File: src/hdl/lsba_pkg.sv
// Package: op codes, sizes, states and constants of the logic/shift/bit ALU
// Notes on behaviour
// - AND destination with register or immediate
// - OR destination with register or immediate
// - XOR destination with register or immediate
// - Complement replaces register with inverted bits
// - Arithmetic left and right shifts
// - Logical shifts fill vacated bit with zero
// - Rotates re-enter leaving bit opposite end
// - Carry rotates: carry in, leaving bit out
// - Bit number from immediate or register low bits
// - Bit set forces selected bit to one
// - Bit clear forces selected bit to zero
// - Bit invert toggles selected bit
// - Bit test loads zero with inverted bit
// - Carry AND with bit or inverted bit
// - Carry OR with bit or inverted bit
// - Carry XOR with bit or inverted bit
// - Inverted bit forms take immediate bit number only
// - Bit load copies bit or inverse to carry
// - Bit store writes carry or inverse to bit
package lsba_pkg;

    typedef enum logic [4:0] {
        logic_and_op = 5'h00, logic_or_op = 5'h01,
        logic_xor_op = 5'h02, logic_not_op = 5'h03,
        arith_shift_left_op = 5'h04, arith_shift_right_op = 5'h05,
        logic_shift_left_op = 5'h06, logic_shift_right_op = 5'h07,
        rotate_left_op = 5'h08, rotate_right_op = 5'h09,
        rotate_carry_left_op = 5'h0a, rotate_carry_right_op = 5'h0b,
        bit_set_op = 5'h0c, bit_clear_op = 5'h0d,
        bit_invert_op = 5'h0e, bit_test_op = 5'h0f,
        carry_and_bit_op = 5'h10, carry_and_inv_bit_op = 5'h11,
        carry_or_bit_op = 5'h12, carry_or_inv_bit_op = 5'h13,
        carry_xor_bit_op = 5'h14, carry_xor_inv_bit_op = 5'h15,
        bit_to_carry_op = 5'h16, inv_bit_to_carry_op = 5'h17,
        carry_to_bit_op = 5'h18, inv_carry_to_bit_op = 5'h19
    } lsba_op_type;

    typedef enum logic [1:0] {
        size_byte = 2'h0, size_word = 2'h1, size_long = 2'h2
    } lsba_size_type;

    typedef enum logic [1:0] {
        st_idle = 2'h0, st_exec = 2'h1, st_done = 2'h3
    } lsba_state_type;

    localparam logic [31:0] BYTE_MASK = 32'h0000_00ff;
    localparam logic [31:0] WORD_MASK = 32'h0000_ffff;
    localparam logic [31:0] LONG_MASK = 32'hffff_ffff;
    localparam logic [4:0] BYTE_MSB = 5'h07;
    localparam logic [4:0] WORD_MSB = 5'h0f;
    localparam logic [4:0] LONG_MSB = 5'h1f;
    localparam logic [31:0] RESULT_RST = 32'h0000_0000;
    localparam logic [2:0] BIT_POS_RST = 3'h0;
    localparam int ANSWER_CYCLES = 2;

    function automatic logic [31:0] size_mask(input lsba_size_type s);
        if (s == size_byte) begin
            return BYTE_MASK;
        end else if (s == size_word) begin
            return WORD_MASK;
        end
        return LONG_MASK;
    endfunction

    function automatic logic [4:0] size_msb(input lsba_size_type s);
        if (s == size_byte) begin
            return BYTE_MSB;
        end else if (s == size_word) begin
            return WORD_MSB;
        end
        return LONG_MSB;
    endfunction

    function automatic logic is_inv_bit_op(input lsba_op_type op);
        return op == carry_and_inv_bit_op || op == carry_or_inv_bit_op
            || op == carry_xor_inv_bit_op || op == inv_bit_to_carry_op
            || op == inv_carry_to_bit_op;
    endfunction

endpackage

File: src/hdl/lsba_alu.sv
// Top of the logic, shift and bit-manipulation execution unit
`timescale 1ns/100ps
`default_nettype none
module lsba_alu
    import lsba_pkg::*;
(
    input wire logic sys_clk_i,
    input wire logic rst_i,
    input wire logic start_i,
    input wire logic [4:0] op_i,
    input wire logic [1:0] size_i,
    input wire logic [31:0] dst_i,
    input wire logic [31:0] src_i,
    input wire logic [31:0] imm_i,
    input wire logic use_imm_i,
    input wire logic [2:0] bit_pos_imm_i,
    input wire logic bit_pos_from_reg_i,
    input wire logic carry_i,
    output logic ready_o,
    output logic done_o,
    output logic [31:0] result_o,
    output logic result_wr_o,
    output logic carry_o,
    output logic carry_wr_o,
    output logic zero_o,
    output logic zero_wr_o,
    output logic bad_op_o
);
    lsba_state_type state_ff;
    lsba_state_type nxt_state;
    lsba_op_type op_ff;
    lsba_size_type size_ff;
    logic [31:0] dst_ff;
    logic [31:0] opnd_ff;
    logic [2:0] pos_ff;
    logic carry_in_ff;
    logic bad_ff;

    logic ready_ff;
    logic done_ff;
    logic [31:0] result_ff;
    logic result_wr_ff;
    logic carry_ff;
    logic carry_wr_ff;
    logic zero_ff;
    logic zero_wr_ff;
    logic bad_op_ff;

    logic [31:0] nxt_result;
    logic nxt_result_wr;
    logic nxt_carry;
    logic nxt_carry_wr;
    logic nxt_zero;
    logic nxt_zero_wr;

    logic [31:0] shift_result;
    logic shift_carry;
    logic [7:0] bit_byte;
    logic bit_byte_wr;
    logic bit_carry;
    logic bit_carry_wr;
    logic bit_zero;
    logic bit_zero_wr;
    logic [31:0] mask;
    logic take;
    logic is_shift;
    logic is_logic;

    assign take = start_i && ready_ff;

    // Sequencer: idle, execute, answer
    always_comb begin
        case (state_ff)
            st_idle: nxt_state = take ? st_exec : st_idle;
            st_exec: nxt_state = st_done;
            st_done: nxt_state = st_idle;
            default: nxt_state = st_idle;
        endcase
    end

    always_ff @(posedge sys_clk_i) begin
        if (rst_i) begin
            state_ff <= st_idle;
        end else begin
            state_ff <= nxt_state;
        end
    end

    always_ff @(posedge sys_clk_i) begin
        if (rst_i) begin
            ready_ff <= 1'b0;
            done_ff <= 1'b0;
        end else begin
            ready_ff <= nxt_state == st_idle;
            done_ff <= nxt_state == st_done;
        end
    end

    // Operand capture; partner's values need only hold for the taking edge
    always_ff @(posedge sys_clk_i) begin
        if (rst_i) begin
            op_ff <= logic_and_op;
            size_ff <= size_byte;
            dst_ff <= RESULT_RST;
            opnd_ff <= RESULT_RST;
            pos_ff <= BIT_POS_RST;
            carry_in_ff <= 1'b0;
            bad_ff <= 1'b0;
        end else if (take) begin
            op_ff <= lsba_op_type'(op_i);
            size_ff <= lsba_size_type'(size_i);
            dst_ff <= dst_i;
            opnd_ff <= use_imm_i ? imm_i : src_i;
            pos_ff <= bit_pos_from_reg_i ? src_i[2:0] : bit_pos_imm_i;
            carry_in_ff <= carry_i;
            // Inverted forms with a register bit number are refused
            bad_ff <= is_inv_bit_op(lsba_op_type'(op_i))
                && bit_pos_from_reg_i;
        end
    end

    lsba_shifter u_shifter (
        .op_i(op_ff),
        .size_i(size_ff),
        .data_i(dst_ff),
        .carry_i(carry_in_ff),
        .result_o(shift_result),
        .carry_o(shift_carry)
    );

    // Bit ops see the byte in the low lane, register or memory alike
    lsba_bit_unit u_bit_unit (
        .op_i(op_ff),
        .byte_i(dst_ff[7:0]),
        .pos_i(pos_ff),
        .carry_i(carry_in_ff),
        .byte_o(bit_byte),
        .byte_wr_o(bit_byte_wr),
        .carry_o(bit_carry),
        .carry_wr_o(bit_carry_wr),
        .zero_o(bit_zero),
        .zero_wr_o(bit_zero_wr)
    );

    always_comb begin
        mask = size_mask(size_ff);
        is_logic = op_ff inside {logic_and_op, logic_or_op, logic_xor_op, logic_not_op};
        is_shift = op_ff inside {arith_shift_left_op, arith_shift_right_op,
            logic_shift_left_op, logic_shift_right_op, rotate_left_op,
            rotate_right_op, rotate_carry_left_op, rotate_carry_right_op};
        nxt_result = dst_ff;
        nxt_result_wr = 1'b0;
        nxt_carry = carry_in_ff;
        nxt_carry_wr = 1'b0;
        nxt_zero = 1'b0;
        nxt_zero_wr = 1'b0;
        if (bad_ff) begin
            nxt_result = dst_ff;
        end else if (is_logic) begin
            case (op_ff)
                logic_and_op: nxt_result = dst_ff & opnd_ff;
                logic_or_op: nxt_result = dst_ff | opnd_ff;
                logic_xor_op: nxt_result = dst_ff ^ opnd_ff;
                default: nxt_result = ~dst_ff;
            endcase
            nxt_result = (dst_ff & ~mask) | (nxt_result & mask);
            nxt_result_wr = 1'b1;
        end else if (is_shift) begin
            nxt_result = shift_result;
            nxt_result_wr = 1'b1;
            nxt_carry = shift_carry;
            nxt_carry_wr = 1'b1;
        end else begin
            nxt_result = {dst_ff[31:8], bit_byte};
            nxt_result_wr = bit_byte_wr;
            nxt_carry = bit_carry;
            nxt_carry_wr = bit_carry_wr;
            nxt_zero = bit_zero;
            nxt_zero_wr = bit_zero_wr;
        end
    end

    // Answer registers; write strobes stand for the one done cycle
    always_ff @(posedge sys_clk_i) begin
        if (rst_i) begin
            result_ff <= RESULT_RST;
            carry_ff <= 1'b0;
            zero_ff <= 1'b0;
        end else if (state_ff == st_exec) begin
            result_ff <= nxt_result;
            carry_ff <= nxt_carry;
            zero_ff <= nxt_zero;
        end
    end

    always_ff @(posedge sys_clk_i) begin
        if (rst_i) begin
            result_wr_ff <= 1'b0;
            carry_wr_ff <= 1'b0;
            zero_wr_ff <= 1'b0;
            bad_op_ff <= 1'b0;
        end else begin
            result_wr_ff <= state_ff == st_exec && nxt_result_wr;
            carry_wr_ff <= state_ff == st_exec && nxt_carry_wr;
            zero_wr_ff <= state_ff == st_exec && nxt_zero_wr;
            bad_op_ff <= state_ff == st_exec && bad_ff;
        end
    end

    assign ready_o = ready_ff;
    assign done_o = done_ff;
    assign result_o = result_ff;
    assign result_wr_o = result_wr_ff;
    assign carry_o = carry_ff;
    assign carry_wr_o = carry_wr_ff;
    assign zero_o = zero_ff;
    assign zero_wr_o = zero_wr_ff;
    assign bad_op_o = bad_op_ff;

    // Checks tie the answer two edges later to the operands at the take
    logic [31:0] opnd_now;
    logic [7:0] pos_bit_mask;
    assign opnd_now = use_imm_i ? imm_i : src_i;
    assign pos_bit_mask = 8'h01 << (bit_pos_from_reg_i ? src_i[2:0] : bit_pos_imm_i);
endmodule
`default_nettype wire

File: src/hdl/lsba_bit_unit.sv
// Single-bit manipulation on a byte operand with carry and zero flags
`timescale 1ns/100ps
`default_nettype none
module lsba_bit_unit
    import lsba_pkg::*;
(
    input wire lsba_op_type op_i,
    input wire logic [7:0] byte_i,
    input wire logic [2:0] pos_i,
    input wire logic carry_i,
    output logic [7:0] byte_o,
    output logic byte_wr_o,
    output logic carry_o,
    output logic carry_wr_o,
    output logic zero_o,
    output logic zero_wr_o
);
    logic sel;

    always_comb begin
        sel = byte_i[pos_i];
        byte_o = byte_i;
        byte_wr_o = 1'b0;
        carry_o = carry_i;
        carry_wr_o = 1'b1;
        zero_o = 1'b0;
        zero_wr_o = 1'b0;
        case (op_i)
            bit_set_op: byte_o[pos_i] = 1'b1;
            bit_clear_op: byte_o[pos_i] = 1'b0;
            bit_invert_op: byte_o[pos_i] = ~sel;
            carry_to_bit_op: byte_o[pos_i] = carry_i;
            inv_carry_to_bit_op: byte_o[pos_i] = ~carry_i;
            carry_and_bit_op: carry_o = carry_i & sel;
            carry_and_inv_bit_op: carry_o = carry_i & ~sel;
            carry_or_bit_op: carry_o = carry_i | sel;
            carry_or_inv_bit_op: carry_o = carry_i | ~sel;
            carry_xor_bit_op: carry_o = carry_i ^ sel;
            carry_xor_inv_bit_op: carry_o = carry_i ^ ~sel;
            bit_to_carry_op: carry_o = sel;
            inv_bit_to_carry_op: carry_o = ~sel;
            bit_test_op: begin
                zero_o = ~sel;
                zero_wr_o = 1'b1;
            end
            default: carry_wr_o = 1'b0;
        endcase
        if (op_i inside {bit_set_op, bit_clear_op, bit_invert_op,
                carry_to_bit_op, inv_carry_to_bit_op}) begin
            byte_wr_o = 1'b1;
            carry_wr_o = 1'b0;
        end
        if (op_i == bit_test_op) begin
            carry_wr_o = 1'b0;
        end
    end
endmodule
`default_nettype wire

File: src/hdl/lsba_shifter.sv
// One-bit shifter and rotator for byte, word and longword operands
`timescale 1ns/100ps
`default_nettype none
module lsba_shifter
    import lsba_pkg::*;
(
    input wire lsba_op_type op_i,
    input wire lsba_size_type size_i,
    input wire logic [31:0] data_i,
    input wire logic carry_i,
    output logic [31:0] result_o,
    output logic carry_o
);
    logic [4:0] msb;
    logic [31:0] mask;
    logic [31:0] body;
    logic fill;
    logic left;

    always_comb begin
        msb = size_msb(size_i);
        mask = size_mask(size_i);
        left = op_i == arith_shift_left_op || op_i == logic_shift_left_op
            || op_i == rotate_left_op || op_i == rotate_carry_left_op;
        case (op_i)
            arith_shift_right_op: fill = data_i[msb];
            rotate_left_op: fill = data_i[msb];
            rotate_right_op: fill = data_i[0];
            rotate_carry_left_op: fill = carry_i;
            rotate_carry_right_op: fill = carry_i;
            default: fill = 1'b0;
        endcase
        if (left) begin
            body = (data_i << 1) & mask;
            body[0] = fill;
            carry_o = data_i[msb];
        end else begin
            body = (data_i & mask) >> 1;
            body[msb] = fill;
            carry_o = data_i[0];
        end
        // Bits above the operand size are left as they were
        result_o = (data_i & ~mask) | body;
    end
endmodule
`default_nettype wire

File: config.mk
export PLATFORM = sky130hd
export DESIGN_NAME = lsba_alu
export DESIGN_NICKNAME = d
export VERILOG_FILES = /design/src/hdl/lsba_pkg.sv /design/src/hdl/lsba_alu.sv /design/src/hdl/lsba_bit_unit.sv /design/src/hdl/lsba_shifter.sv
export SDC_FILE = /design/constraint.sdc
export NUM_CORES = 1
export LEC_CHECK = 0
export BUFFER_PORTS_ARGS = -buffer_cell sky130_fd_sc_hd__buf_2
export CAP_MARGIN = 20
export CORE_UTILIZATION = 40
export DETAILED_ROUTE_END_ITERATION = 10
export PLACE_DENSITY = 0.71
export SETUP_SLACK_MARGIN = 0.2
export SLEW_MARGIN = 10
export SYNTH_ARGS = -nofsm -noshare
export SYNTH_HDL_FRONTEND = slang
export SYNTH_SLANG_ARGS = --single-unit
export TNS_END_PERCENT = 50
File: constraint.sdc
create_clock -name sys_clk_i -period 5.5 [get_ports sys_clk_i]
set_input_delay 1.375 -clock sys_clk_i [delete_from_list [all_inputs] [get_ports sys_clk_i]]
set_output_delay 1.375 -clock sys_clk_i [all_outputs]
set_load 0.02 [all_outputs]
# --- After elaboration in Yosys (flattened, before gate mapping) ---
# Cells that the tools add are included.
op_classes:
  n_mul: 0
  n_div: 0
  n_mux: 56
  reduce_logical: 25
  n_eq_ne: 33
  shifts: 0
  bitwise_logic: 22
  order_cmp: 4
  n_addsub: 0
ops:
  columns: ["cell", "n"]
  rows:
  - ["32-bit two-way mux", 10]
  - ["32-bit AND", 5]
  - ["32-bit bitwise OR", 3]
  - ["32-bit case mux with 3 select lines", 1]
  - ["5-bit equality test (second input constant)", 15]
  - ["32-bit inverter", 2]
  - ["5-bit by 4-bit equality test with 1-bit output (second input constant)", 8]
  - ["8-bit case mux with 5 select lines", 1]
  - ["32-bit bitwise mux", 1]
  - ["32-bit bitwise XOR", 1]
  - ["1-bit two-way mux", 29]
  - ["8-bit bitwise mux", 3]
  - ["5-bit by 3-bit equality test with 1-bit output (second input constant)", 4]
  - ["5-bit two-way mux", 3]
  - ["13-bit OR reduction", 1]
  - ["5-bit by 2-bit equality test with 1-bit output (second input constant)", 2]
  - ["8-bit AND", 1]
  - ["1-bit logical AND", 8]
  - ["8-bit inverter", 1]
  - ["8-bit bitwise OR", 1]
  - ["1-bit case mux with 8 select lines", 1]
  - ["8-bit nonzero test", 1]
  - ["1-bit logical OR", 7]
  - ["2-bit logical NOT", 3]
  - ["22 further kinds", 28]
totals:
  elab_cells: 157
  in_bits: 112
  romBits: 0
  latch_bits: 0
  reg_bits: 118
  n_memories: 0
  mem_bits_rw: 0

# --- Depth between registers and ports, before layout ---
# Gate-level depths: netlist (run 1).
logic_depth:
  word_depth: 14
  ltp_mapped: 10
  ltp_nobuf: 8

# --- Hierarchy ---
# From an unflattened synthesis (run 1), not the netlist that was laid out.
hier_totals:
  cells_unflattened: 1143
  area_unflattened_um2: 8988.6
by_module_without_submodules:
  columns: ["mod", "cells_per_inst", "n_inst", "area_each_um2"]
  rows:
  - ["lsba_alu", 913, 1, 7613.6]
  - ["lsba_shifter", 140, 1, 737.0]
  - ["lsba_bit_unit", 90, 1, 638.1]

# --- Worst setup path after synthesis (run 1) ---
# OpenSTA, ideal clock, no wires.
synth_timing:
  path_kind: "input -> register"
  startpoint: "in use_imm_i"
  endpoint: "reg opnd_ff[19]"
  setup_slack_ns: 3.028
  setup_ns: 0.137
  path_buffers: 2
  cell_stages: 4
  arrival_time_ns: 2.335
  cell_sequence: "clkbuf_1 > buf_1 > mux2i_1 > a211oi_1"
synth_between:
  elab_chain_len: 1
synth_lines:
  columns: ["element", "line", "source"]
  rows:
  - ["start, declared", "lsba_alu.sv:15", "input wire logic use_imm_i,"]
  - ["32-bit two-way mux", "lsba_alu.sv:113", "opnd_ff <= use_imm_i ? imm_i : src_i;"]
  - ["end signal, assigned", "lsba_alu.sv:113", null]
  - ["end, declared", "lsba_alu.sv:34", "logic [31:0] opnd_ff;"]
# No other way between the ends.
# A chain may end at the register's enable or synchronous reset.

# --- Worst setup path in the final report (run 1) ---
layout_timing:
  startpoint: "reg op_ff[1]"
  endpoint: "reg result_ff[3], in the netlist result_o[3]"
layout_between:
  elab_chain_len: 9
  elab_cells_between_ends: 37
layout_lines:
  columns: ["element", "line", "source"]
  rows:
  - ["start, declared", "lsba_alu.sv:31", "lsba_op_type op_ff;"]
  - ["start signal, assigned", "lsba_alu.sv:102", "op_ff <= logic_and_op;"]
  - ["start signal, assigned", "lsba_alu.sv:110", "op_ff <= lsba_op_type'(op_i);"]
  - ["5-bit by 4-bit equality test with 1-bit output, or another cell as far along", "lsba_alu.sv:148, lsba_shifter.sv:24, lsba_shifter.sv:25", null]
  - ["2-bit OR reduction (no line) or 1-bit logical OR (tied branches)", null, null]
  - ["1-bit case mux with 3 select lines or 1-bit logical OR (tied branches)", "lsba_shifter.sv:25, lsba_shifter.sv:24", null]
  - ["32-bit bitwise mux or 1-bit logical OR (tied branches)", "lsba_shifter.sv:39, lsba_shifter.sv:24", null]
  - ["32-bit two-way mux", "lsba_shifter.sv:33", "if (left) begin"]
  - ["32-bit bitwise OR", "lsba_shifter.sv:43", "result_o = (data_i & ~mask) | body;"]
  - ["32-bit two-way mux", "lsba_alu.sv:168", "end else if (is_shift) begin"]
  - ["32-bit two-way mux *", "lsba_alu.sv:159", "end else if (is_logic) begin"]
  - ["32-bit two-way mux *", "lsba_alu.sv:157", "if (bad_ff) begin"]
  - ["end signal, assigned", "lsba_alu.sv:190", "result_ff <= nxt_result;"]
  - ["end, declared", "lsba_alu.sv:41", "logic [31:0] result_ff;"]
# Every way passes the cells marked *; elsewhere a longest branch is shown, timed or not. The select of a mux whose other input is x is not followed.

==> impl_metrics.csv, run 1 <==
group,metric,value,unit
logic_synthesis,synth-seq-cells,117,
floorplanning,die_x,143,microns
routing,vias,7692,
timing,period_minus_slack,2.83,ns
logic_synthesis,yosysTopAreaCell,"dfxtp_1",
logic_synthesis,synth_edf_count,0,
logic_synthesis,yosys_warnings,0,
setup_path,arrival,3.17,ns
logic_synthesis,synth_top_area_share,29.4,%
place,gp_congestion,0.906,
timing,worst_slew_pin_slew,1.06,ns
routing,wl_per_cell,16.9,microns
clocking,cts-resized-gates,0,
global_routing,antenna_found_initial,0,
clocking,holdBufCountCts,0,
clocking,tritoncts,"yes",
final_layout,nets,1290,
power,power,0.00256,W
flow_run,drv_cap,0,
logic_synthesis,synth_area_leaders,"dfxtp_1, ha_1, mux2i_1",
routing,dr.first_iter.drc_count,685,
power,powerDensity,273,nW/um^2
clocking,cts_setup_buffers,0,
timing,drv_slew,0,
timing,max_freq,354,MHz
place,port_buffers,151,
timing,finClkSkew,0.00999,ns
floorplanning,fp.dieH,143,microns
timing,finalCritPeriodShare,51.4,%
clocking,clock_path_buffers,2,
routing,routed_wl,23500,microns
setup_path,start_kind,"register",
hold_path,hold_path.class,"register to register",
clocking,path_clk_slew,0.05,ns
logic_synthesis,synth_common_cells,"nand2_1, dfxtp_1, a21oi_1, inv_1, nor2_1",
clocking,htree_levels,4,
floorplanning,initial_core_util,40.9,%
logic_synthesis,synth_area,7960,sq um
timing,timing.hold.ws,0.467,ns
setup_path,crit_fanout,28,
global_routing,grt_usage,23.8,%
run_status,status,"finished, final reports clean",
timing,finalSetupViolCount,0,
logic_synthesis,yosysMostFrequentCell,"nand2_1",
routing,drc,0,
final_layout,n_antenna_cell,0,
place,dp_hpwl,16400,microns
setup_path,path_class,"register to register",
timing,hold_violations,0,
global_routing,grt_max_degree,83,
logic_synthesis,synth_flop_cell,"dfxtp_1",
routing,drtPass1Iterations,5,
logic_synthesis,netlist-cell-type-count,62,
setup_path,crit_path_end_kind,"register",
clocking,cts_made_buffers,17,
floorplanning,die-area,20500,sq um
logic_synthesis,synth_nets,1193,
clocking,ctsRootBufferMaster,"clkbuf_16",
power,vdd_drop_max,187,uV
timing,rsz0062_at_grt,"false",
setup_path,critPathRequiredTime,5.84,ns
final_layout,layout-drive-gt1-share,20.6,%
final_layout,syn2layout_area_growth,18.0,%
clocking,cts.sinks,117,
logic_synthesis,syn_area_per_cell,7.83,sq um
global_routing,grt_pass1_wl,37500,microns
routing,vias_per_cell,5.53,
global_routing,grt_pass1_vias,7075,
logic_synthesis,syn_inst,1017,
floorplanning,core.rowCount,51,
final_layout,postLayoutCoreUtil,48.3,%
logic_synthesis,async_flop_share,0,%
global_routing,grt_overflow,0,
floorplanning,core,19500,sq um
routing,antenna_left,0,
floorplanning,io_pins,152,
power,p_leak,3.84,nW
logic_synthesis,seq_area_frac_synth,29.4,%
timing,relSlewSlack,28.9,%
clocking,clkLatencyLatePin,0.43,ns
timing,fin_setup_tns,0,ns
-- metrics by stage --
step | setup WS [ns] | area [sq um] | instances
2_1_floorplan | 3.03 | 7960 | 1017
3_3_place_gp | 2.56 | 8800 | 1360
3_5_place_dp | 2.54 | 8800 | 1360
4_1_cts | 2.68 | 9400 | 1392
5_1_grt | 2.45 | 9400 | 1392
6_report | 2.67 | 9400 | 1392
-- cells in the final DEF, fill, tap and decap left out, types with 43 or more instances in the layout --
cell / n
nand2_1: 143
nor2_1: 70
mux2i_1: 59
buf_2: 150
inv_1: 79
dfxtp_1: 115
o21ai_0: 67
a21oi_1: 85
a211oi_1: 43
ha_1: 64
-- layer usage --
layer / up-vias / part of all wire, % / track usage, %
li1: 3786 / - / -
met1: 3553 / 46 / 32.4
met2: 312 / 43 / 35.8
met3: 41 / 8.4 / 5.84
met4: 0 / 2.6 / 9.96
met5: - / 0 / 0
-- area by class of cell --
cell class,instances,area (sq um)
fillers,1911,10100
multi-input cells,735,4980
flip-flops and latches,117,2340
repair buffers,163,848
clock buffers,21,470
well taps,265,332
inverters,80,300
clock inverters,11,125
-- worst max-delay path, cell delays in order (launching register included) --
cell and delay [ns]:
dfxtp_2 0.76, buf_4 0.50, nand2b_1 0.58, o21ai_0 0.27, nand4_2 0.20, o221ai_1 0.16, a211oi_1 0.24
-- where the power goes --
group / leakage (nW) / switching (W) / internal (W)
clock: 0.278 / 0.000416 / 0.000701
combinational: 2.61 / 0.000286 / 0.000190
sequential: 0.956 / 0.0000734 / 0.000899
-- worst paths after layout --
path                            startpoint           to  slack, ns  cells after the start
worst max register to register    op_ff[1]  result_o[3]       2.67                      6
worst min register to register     carry_o      carry_o       0.47                      2
worst max-delay path              op_ff[1]  result_o[3]       2.67                      6
worst min-delay path               carry_o      carry_o       0.47                      2
-- cells by family (layout without fill, tap and decap cells) --
family                     count (synthesis)  count (layout)  synth area share (%)
DFF                                      117             117                  29.4
adders and majority gates                 64              64                  10.1
muxes                                     77              77                  11.5
xor gates and xnor gates                   2               2                 0.220
buffers and inverters                    165             275                  8.25
and+or+nand+nor                          279             279                  15.6
AOI/OAI and AO/OA                        313             313                  24.9
-- state kept, by name (all words and copies together) (netlist names) --
| signal | flops |
|---|---|
| op_ff | 5 |
| carry_in_ff | 1 |
| zero_o | 1 |
| size_ff | 2 |
| ready_o | 1 |
| opnd_ff | 32 |
| dst_ff | 32 |
| result_o | 32 |
| pos_ff | 3 |
| carry_wr_o | 1 |
| carry_o | 1 |
| zero_wr_o | 1 |
| state_ff | 2 |
| bad_ff | 1 |
| result_wr_o | 1 |
| bad_op_o | 1 |
Note: power is estimated with default switching activity, not from simulation.
==> inputs of run 2 (changes only) <==
Clock period 5.5 ns to 2.9 ns, I/O delays scaled along.
==> run 2 against run 1 <==
  * Global-route usage shrank 0.15 points
  * Flip-flop and latch count is the same
  * Die area is the same
  * Critical path depth is the same
  * Cell count grew 0.86%
  * Critical path type unchanged
  * Clock skew grew 0.0024 ns
  * Register-to-register slack lost 1.9 ns
  * Highest routed layer unchanged
==> impl_metrics.csv, run 2 (synthesized netlist as in run 1, its figures left out) <==
group,metric,value,unit
run_status,status,"finished, final reports clean",
global_routing,antenna_found_initial,0,
final_layout,final_cells,1404,
timing,max_freq,462,MHz
clocking,path_clk_slew,0.05,ns
setup_path,crit_family,"simple AND/OR/NAND/NOR gates",
global_routing,grt_usage,23.7,%
place,port_buffers,151,
clocking,cts_made_buffers,17,
timing,fin_setup_tns,0,ns
setup_path,critPathBufInv,0,
clocking,tritoncts,"yes",
global_routing,global_route.usage.met2,35.4,%
global_routing,grt_pass1_vias,6955,
floorplanning,io_pins,152,
routing,antenna_left,0,
final_layout,final_cell_mix,"buf_2, nand2_1, dfxtp_1",
floorplanning,die-area,20500,sq um
floorplanning,core.rowCount,51,
hold_path,min_delay_path_depth,2,
setup_path,crit_path_end_kind,"register",
place,dp_hpwl,17000,microns
final_layout,multi_input_area,4970,sq um
floorplanning,die_x,143,microns
routing,vias_per_cell,5.54,
floorplanning,initial_core_util,40.9,%
clocking,htree_levels,4,
timing,finalSetupViolCount,0,
routing,drtPass1Iterations,5,
flow_run,drv_cap,0,
routing,wl_per_cell,16.9,microns
timing,drv_slew,0,
clocking,clock_path_buffers,2,
global_routing,grtUsageMet1,34.0,%
setup_path,path_class,"register to register",
clocking,cts.sinks,117,
final_layout,n_antenna_cell,0,
final_layout,fillers,1894,
timing,relSlewSlack,44.9,%
final_layout,nets,1303,
setup_path,r2r_slack,0.73,ns
setup_path,worstSetupEndpoint,"result_o[16]",
final_layout,layout-drive-gt1-share,21.4,%
setup_path,arrival,2.45,ns
routing,routed_wl,23700,microns
global_routing,grt_overflow,0,
power,vdd_drop_max,377,uV
timing,finalCritPeriodShare,74.7,%
timing,worst_slew_pin_slew,0.827,ns
setup_path,crit_fanout,32,
global_routing,grt_max_degree,62,
clocking,clkLatencyLatePin,0.43,ns
power,p_leak,3.96,nW
clocking,holdBufCountCts,0,
timing,period_minus_slack,2.17,ns
setup_path,critPathSlowestCell,"dfxtp_2",
setup_path,critPathRequiredTime,3.18,ns
final_layout,final_common_cell,"buf_2",
timing,rsz0062_at_grt,"false",
global_routing,grt_pass1_wl,37400,microns
clocking,ctsRootBufferMaster,"clkbuf_16",
global_routing,use_met3,4.29,%
timing,hold_violations,0,
global_routing,grt.busiest_layer,"met2",
floorplanning,core,19500,sq um
place,dp.cells,1373,
setup_path,timing.rr.end,"result_o[16]",
setup_path,start_kind,"register",
timing,finClkSkew,0.0124,ns
final_layout,postLayoutCoreUtil,49.2,%
setup_path,worstSetupPathDepth,6,
routing,dr.first_iter.drc_count,840,
timing,timing.hold.ws,0.476,ns
final_layout,ff_latch_area,2340,sq um
setup_path,worstSetupStartpoint,"op_ff[0]",
clocking,cts-resized-gates,0,
power,powerDensity,530,nW/um^2
hold_path,hold_path.class,"register to register",
clocking,cts_setup_buffers,0,
setup_path,reg2reg_from,"op_ff[0]",
place,gp_congestion,0.899,
floorplanning,fp.dieH,143,microns
setup_path,worstPathCellList,"nor2b_1 -> nand2_1 -> o21ai_0 -> a21oi_1 -> a221oi_1 -> nor3_1",
routing,vias,7772,
setup_path,reg2reg_depth,6,
setup_path,max_stage_delay,0.76,ns
final_layout,syn2layout_area_growth,20.2,%
routing,drc,0,
run 2: cell count changes in the layout (fill, tap and decap cells not counted), moves of 2 or more:
cell        change
clkinv_2        +2
buf_12          +3
bufinv_16       +2
clkinvlp_4      -4
buf_4          +10
clkbuf_8        +2
run 2: worst min path at each step:
stage | slack (ns) | startpoint | endpoint
2_1_floorplan | 0.44 | state_ff[0] | state_ff[0]
3_3_place_gp | 0.45 | carry_o | carry_o
3_5_place_dp | 0.47 | carry_o | carry_o
4_1_cts | 0.47 | carry_o | carry_o
5_1_grt | 0.50 | state_ff[0] | state_ff[0]
6_report | 0.48 | carry_o | carry_o
run 2: routing by layer:
layer / vias to the layer above / part of all wire, %
li1: 3814 / -
met1: 3577 / 47
met2: 340 / 43
met3: 41 / 7.9
met4: 0 / 2.1
met5: - / 0
run 2: cell type report:
cell class,instances,area share [%]
Tap cell,265,3.46
Sequential cell,117,24.5
Timing Repair Buffer,176,10.3
Inverter,80,3.14
Multi-Input combinational cell,735,51.9
Clock buffer,22,5.16
Clock inverter,9,1.54
run 2: power by group:
part / switching [W] / total [W] / leakage, nW / internal, W
clock: 0.000759 / 0.00230 / 0.318 / 0.00154
combinational: 0.000553 / 0.000931 / 2.68 / 0.000379
sequential: 0.000139 / 0.00184 / 0.956 / 0.00171
run 2: metrics by stage:
| step | power, W | cell area [sq um] | setup WS [ns] |
|---|---|---|---|
| floorplan | 0.00247 | 7960 | 1.08 |
| finish | 0.00507 | 9570 | 0.734 |
| CTS | 0.00509 | 9570 | 0.765 |
| detailed placement | 0.00279 | 8930 | 0.776 |
| global placement | 0.00277 | 8930 | 0.798 |
| global route | 0.00530 | 9570 | 0.598 |
run 2: worst register-to-register path, stage by stage, from the launching register on:
cell and delay (ns):
dfxtp_2 0.76, nor2b_1 0.60, nand2_1 0.10, o21ai_0 0.09
a21oi_1 0.12, a221oi_1 0.28, nor3_1 0.08
==> inputs of run 3 (changes only) <==
Settings changed: PLACE_DENSITY 0.71 to 0.73.
Clock period 2.9 ns to 1.8 ns, I/O delays scaled along.
==> run 3 against run 2 <==
  * The flow now finishes with violations (setup timing)
  * First-iteration DRC count is 11% higher
  * Critical path depth rose by 1
  * Wire length up 23%
==> impl_metrics.csv, run 3 (synthesized netlist as in run 1, its figures left out) <==
group,metric,value,unit
routing,antenna_left,0,
power,vdd_drop_max,673,uV
final_layout,multi_input_area,5640,sq um
timing,rsz0062_at_grt,"true",
power,intPower,0.00586,W
final_layout,syn2layout_area_growth,45.5,%
setup_path,path_class,"register to register",
power,sw_frac_of_total,32.3,%
timing,fin_ws,-0.0650,ns
setup_path,timing.rr.end,"result_o[0]",
clocking,clock_path_buffers,2,
final_layout,final_cells,1539,
floorplanning,die-area,20500,sq um
hold_path,hold_path.class,"input port to register",
global_routing,antenna_found_initial,1,
clocking,clkLatencyLatePin,0.44,ns
hold_path,worstHoldStart,"dst_i[17]",
routing,routed_wl,29200,microns
flow_run,drv_cap,0,
floorplanning,fp.dieH,143,microns
final_layout,postLayoutCoreUtil,59.5,%
clocking,cts.sinks,117,
floorplanning,io_pins,152,
place,dp_hpwl,18300,microns
floorplanning,core,19500,sq um
setup_path,crit_path_end_kind,"register",
place,gp_congestion,0.908,
floorplanning,core.rowCount,51,
setup_path,worstSetupStartpoint,"dst_ff[7]",
clocking,htree_levels,4,
final_layout,fillers,1641,
floorplanning,die_x,143,microns
setup_path,reg2reg_depth,7,
power,power_switching,0.00280,W
timing,relSlewSlack,62.1,%
global_routing,grt_pass1_vias,8007,
global_routing,grt_max_degree,111,
setup_path,start_kind,"register",
routing,vias_per_cell,5.68,
timing,fin_setup_tns,-0.295,ns
setup_path,arrival,2.22,ns
clocking,path_clk_slew,0.06,ns
floorplanning,initial_core_util,40.9,%
routing,wl_per_cell,19.0,microns
setup_path,worstSetupEndpoint,"result_o[0]",
timing,hold_violations,0,
timing,worst_slew_pin_slew,0.568,ns
final_layout,layout-drive-gt1-share,39.2,%
run_status,status,"finished with violations",
run_status,violations,"setup timing",
timing,max_freq,536,MHz
timing,finalCritPeriodShare,104,%
routing,drc,0,
global_routing,grt_overflow,0,
final_layout,nets,1436,
place,port_buffers,151,
global_routing,grt_pass1_wl,42200,microns
clocking,ctsRootBufferMaster,"clkbuf_16",
timing,finClkSkew,0.0111,ns
global_routing,grt_usage,27.1,%
timing,period_minus_slack,1.86,ns
setup_path,r2r_slack,-0.06,ns
place,dp.cells,1465,
power,pwr-share-clk,39.3,%
power,p_leak,4.89,nW
final_layout,final_cell_mix,"buf_2, nand2_1, buf_4",
power,pwr-share-comb,27.3,%
routing,dr.first_iter.drc_count,935,
timing,drv_slew,0,
power,p_seq_share,33.4,%
final_layout,ff_latch_area,2390,sq um
routing,vias,8734,
setup_path,crit_fanout,4,
final_layout,final_common_cell,"buf_2",
power,powerDensity,748,nW/um^2
setup_path,reg2reg_from,"dst_ff[7]",
setup_path,critPathRequiredTime,2.16,ns
timing,finalSetupViolCount,7,
clocking,cts_made_buffers,17,
routing,drtPass1Iterations,6,
clocking,tritoncts,"yes",
## run 3: worst min path at each step
stage	to	slack, ns	depth (start not counted)
final	dst_ff[17]	0.25	3
after global routing	dst_ff[22]	0.25	3
after CTS	dst_ff[6]	0.24	3
after detailed placement	carry_o	0.45	2
after global placement	state_ff[0]	0.45	2
after floorplan	state_ff[0]	0.44	2
## run 3: repair_timing
item / 4_1_cts / 5_1_grt
pin swaps: 39 / 58
hold buffers: 0 / 0
buffers inserted: 22 / 14
gates cloned: 3 / 2
endpoints found under the setup margin: 34 / 34
resized for setup: 103 / 111
## run 3: power groups by stage
stage               sequential (W)  clock [W]  combinational [W]
floorplan                  0.00296          0            0.00105
finish                     0.00289    0.00340            0.00237
global placement           0.00294          0            0.00179
CTS                        0.00289    0.00343            0.00202
detailed placement         0.00294          0            0.00182
global route               0.00291    0.00354            0.00254
## run 3: layer usage
layer	up-vias	track usage [%]	wire length, microns
li1	4101	-	-
met1	4033	36.1	12500
met3	122	3.92	2280
met2	478	41.8	12900
met5	-	0	0
met4	0	15.4	1510
## run 3: final cells by class
class | count | area share, %
Sequential cell | 117 | 20.6
Inverter | 80 | 2.66
Antenna cell | 1 | 0.0216
Clock buffer | 17 | 3.67
Timing Repair Buffer | 309 | 20.1
Tap cell | 265 | 2.86
Multi-Input combinational cell | 735 | 48.7
Clock inverter | 15 | 1.37
## run 3: worst max-delay path: stages, from the launching register on
cell	delay, ns
dfxtp_2	0.40
mux2i_2	0.12
a2111oi_4	0.36
buf_4	0.18
nor4b_1	0.28
buf_4	0.19
a2111oi_4	0.05
o31ai_1	0.21
## run 3: through the flow
stage | power (W) | hold slack, ns | area, sq um | setup slack, ns
finish | 0.00866 | 0.249 | 11600 | -0.0650
global placement | 0.00472 | 0.449 | 9780 | -0.177
global route | 0.00898 | 0.249 | 11600 | -0.159
floorplan | 0.00401 | 0.443 | 8050 | 0.0225
CTS | 0.00833 | 0.239 | 10900 | -0.0526
detailed placement | 0.00476 | 0.455 | 9780 | -0.187
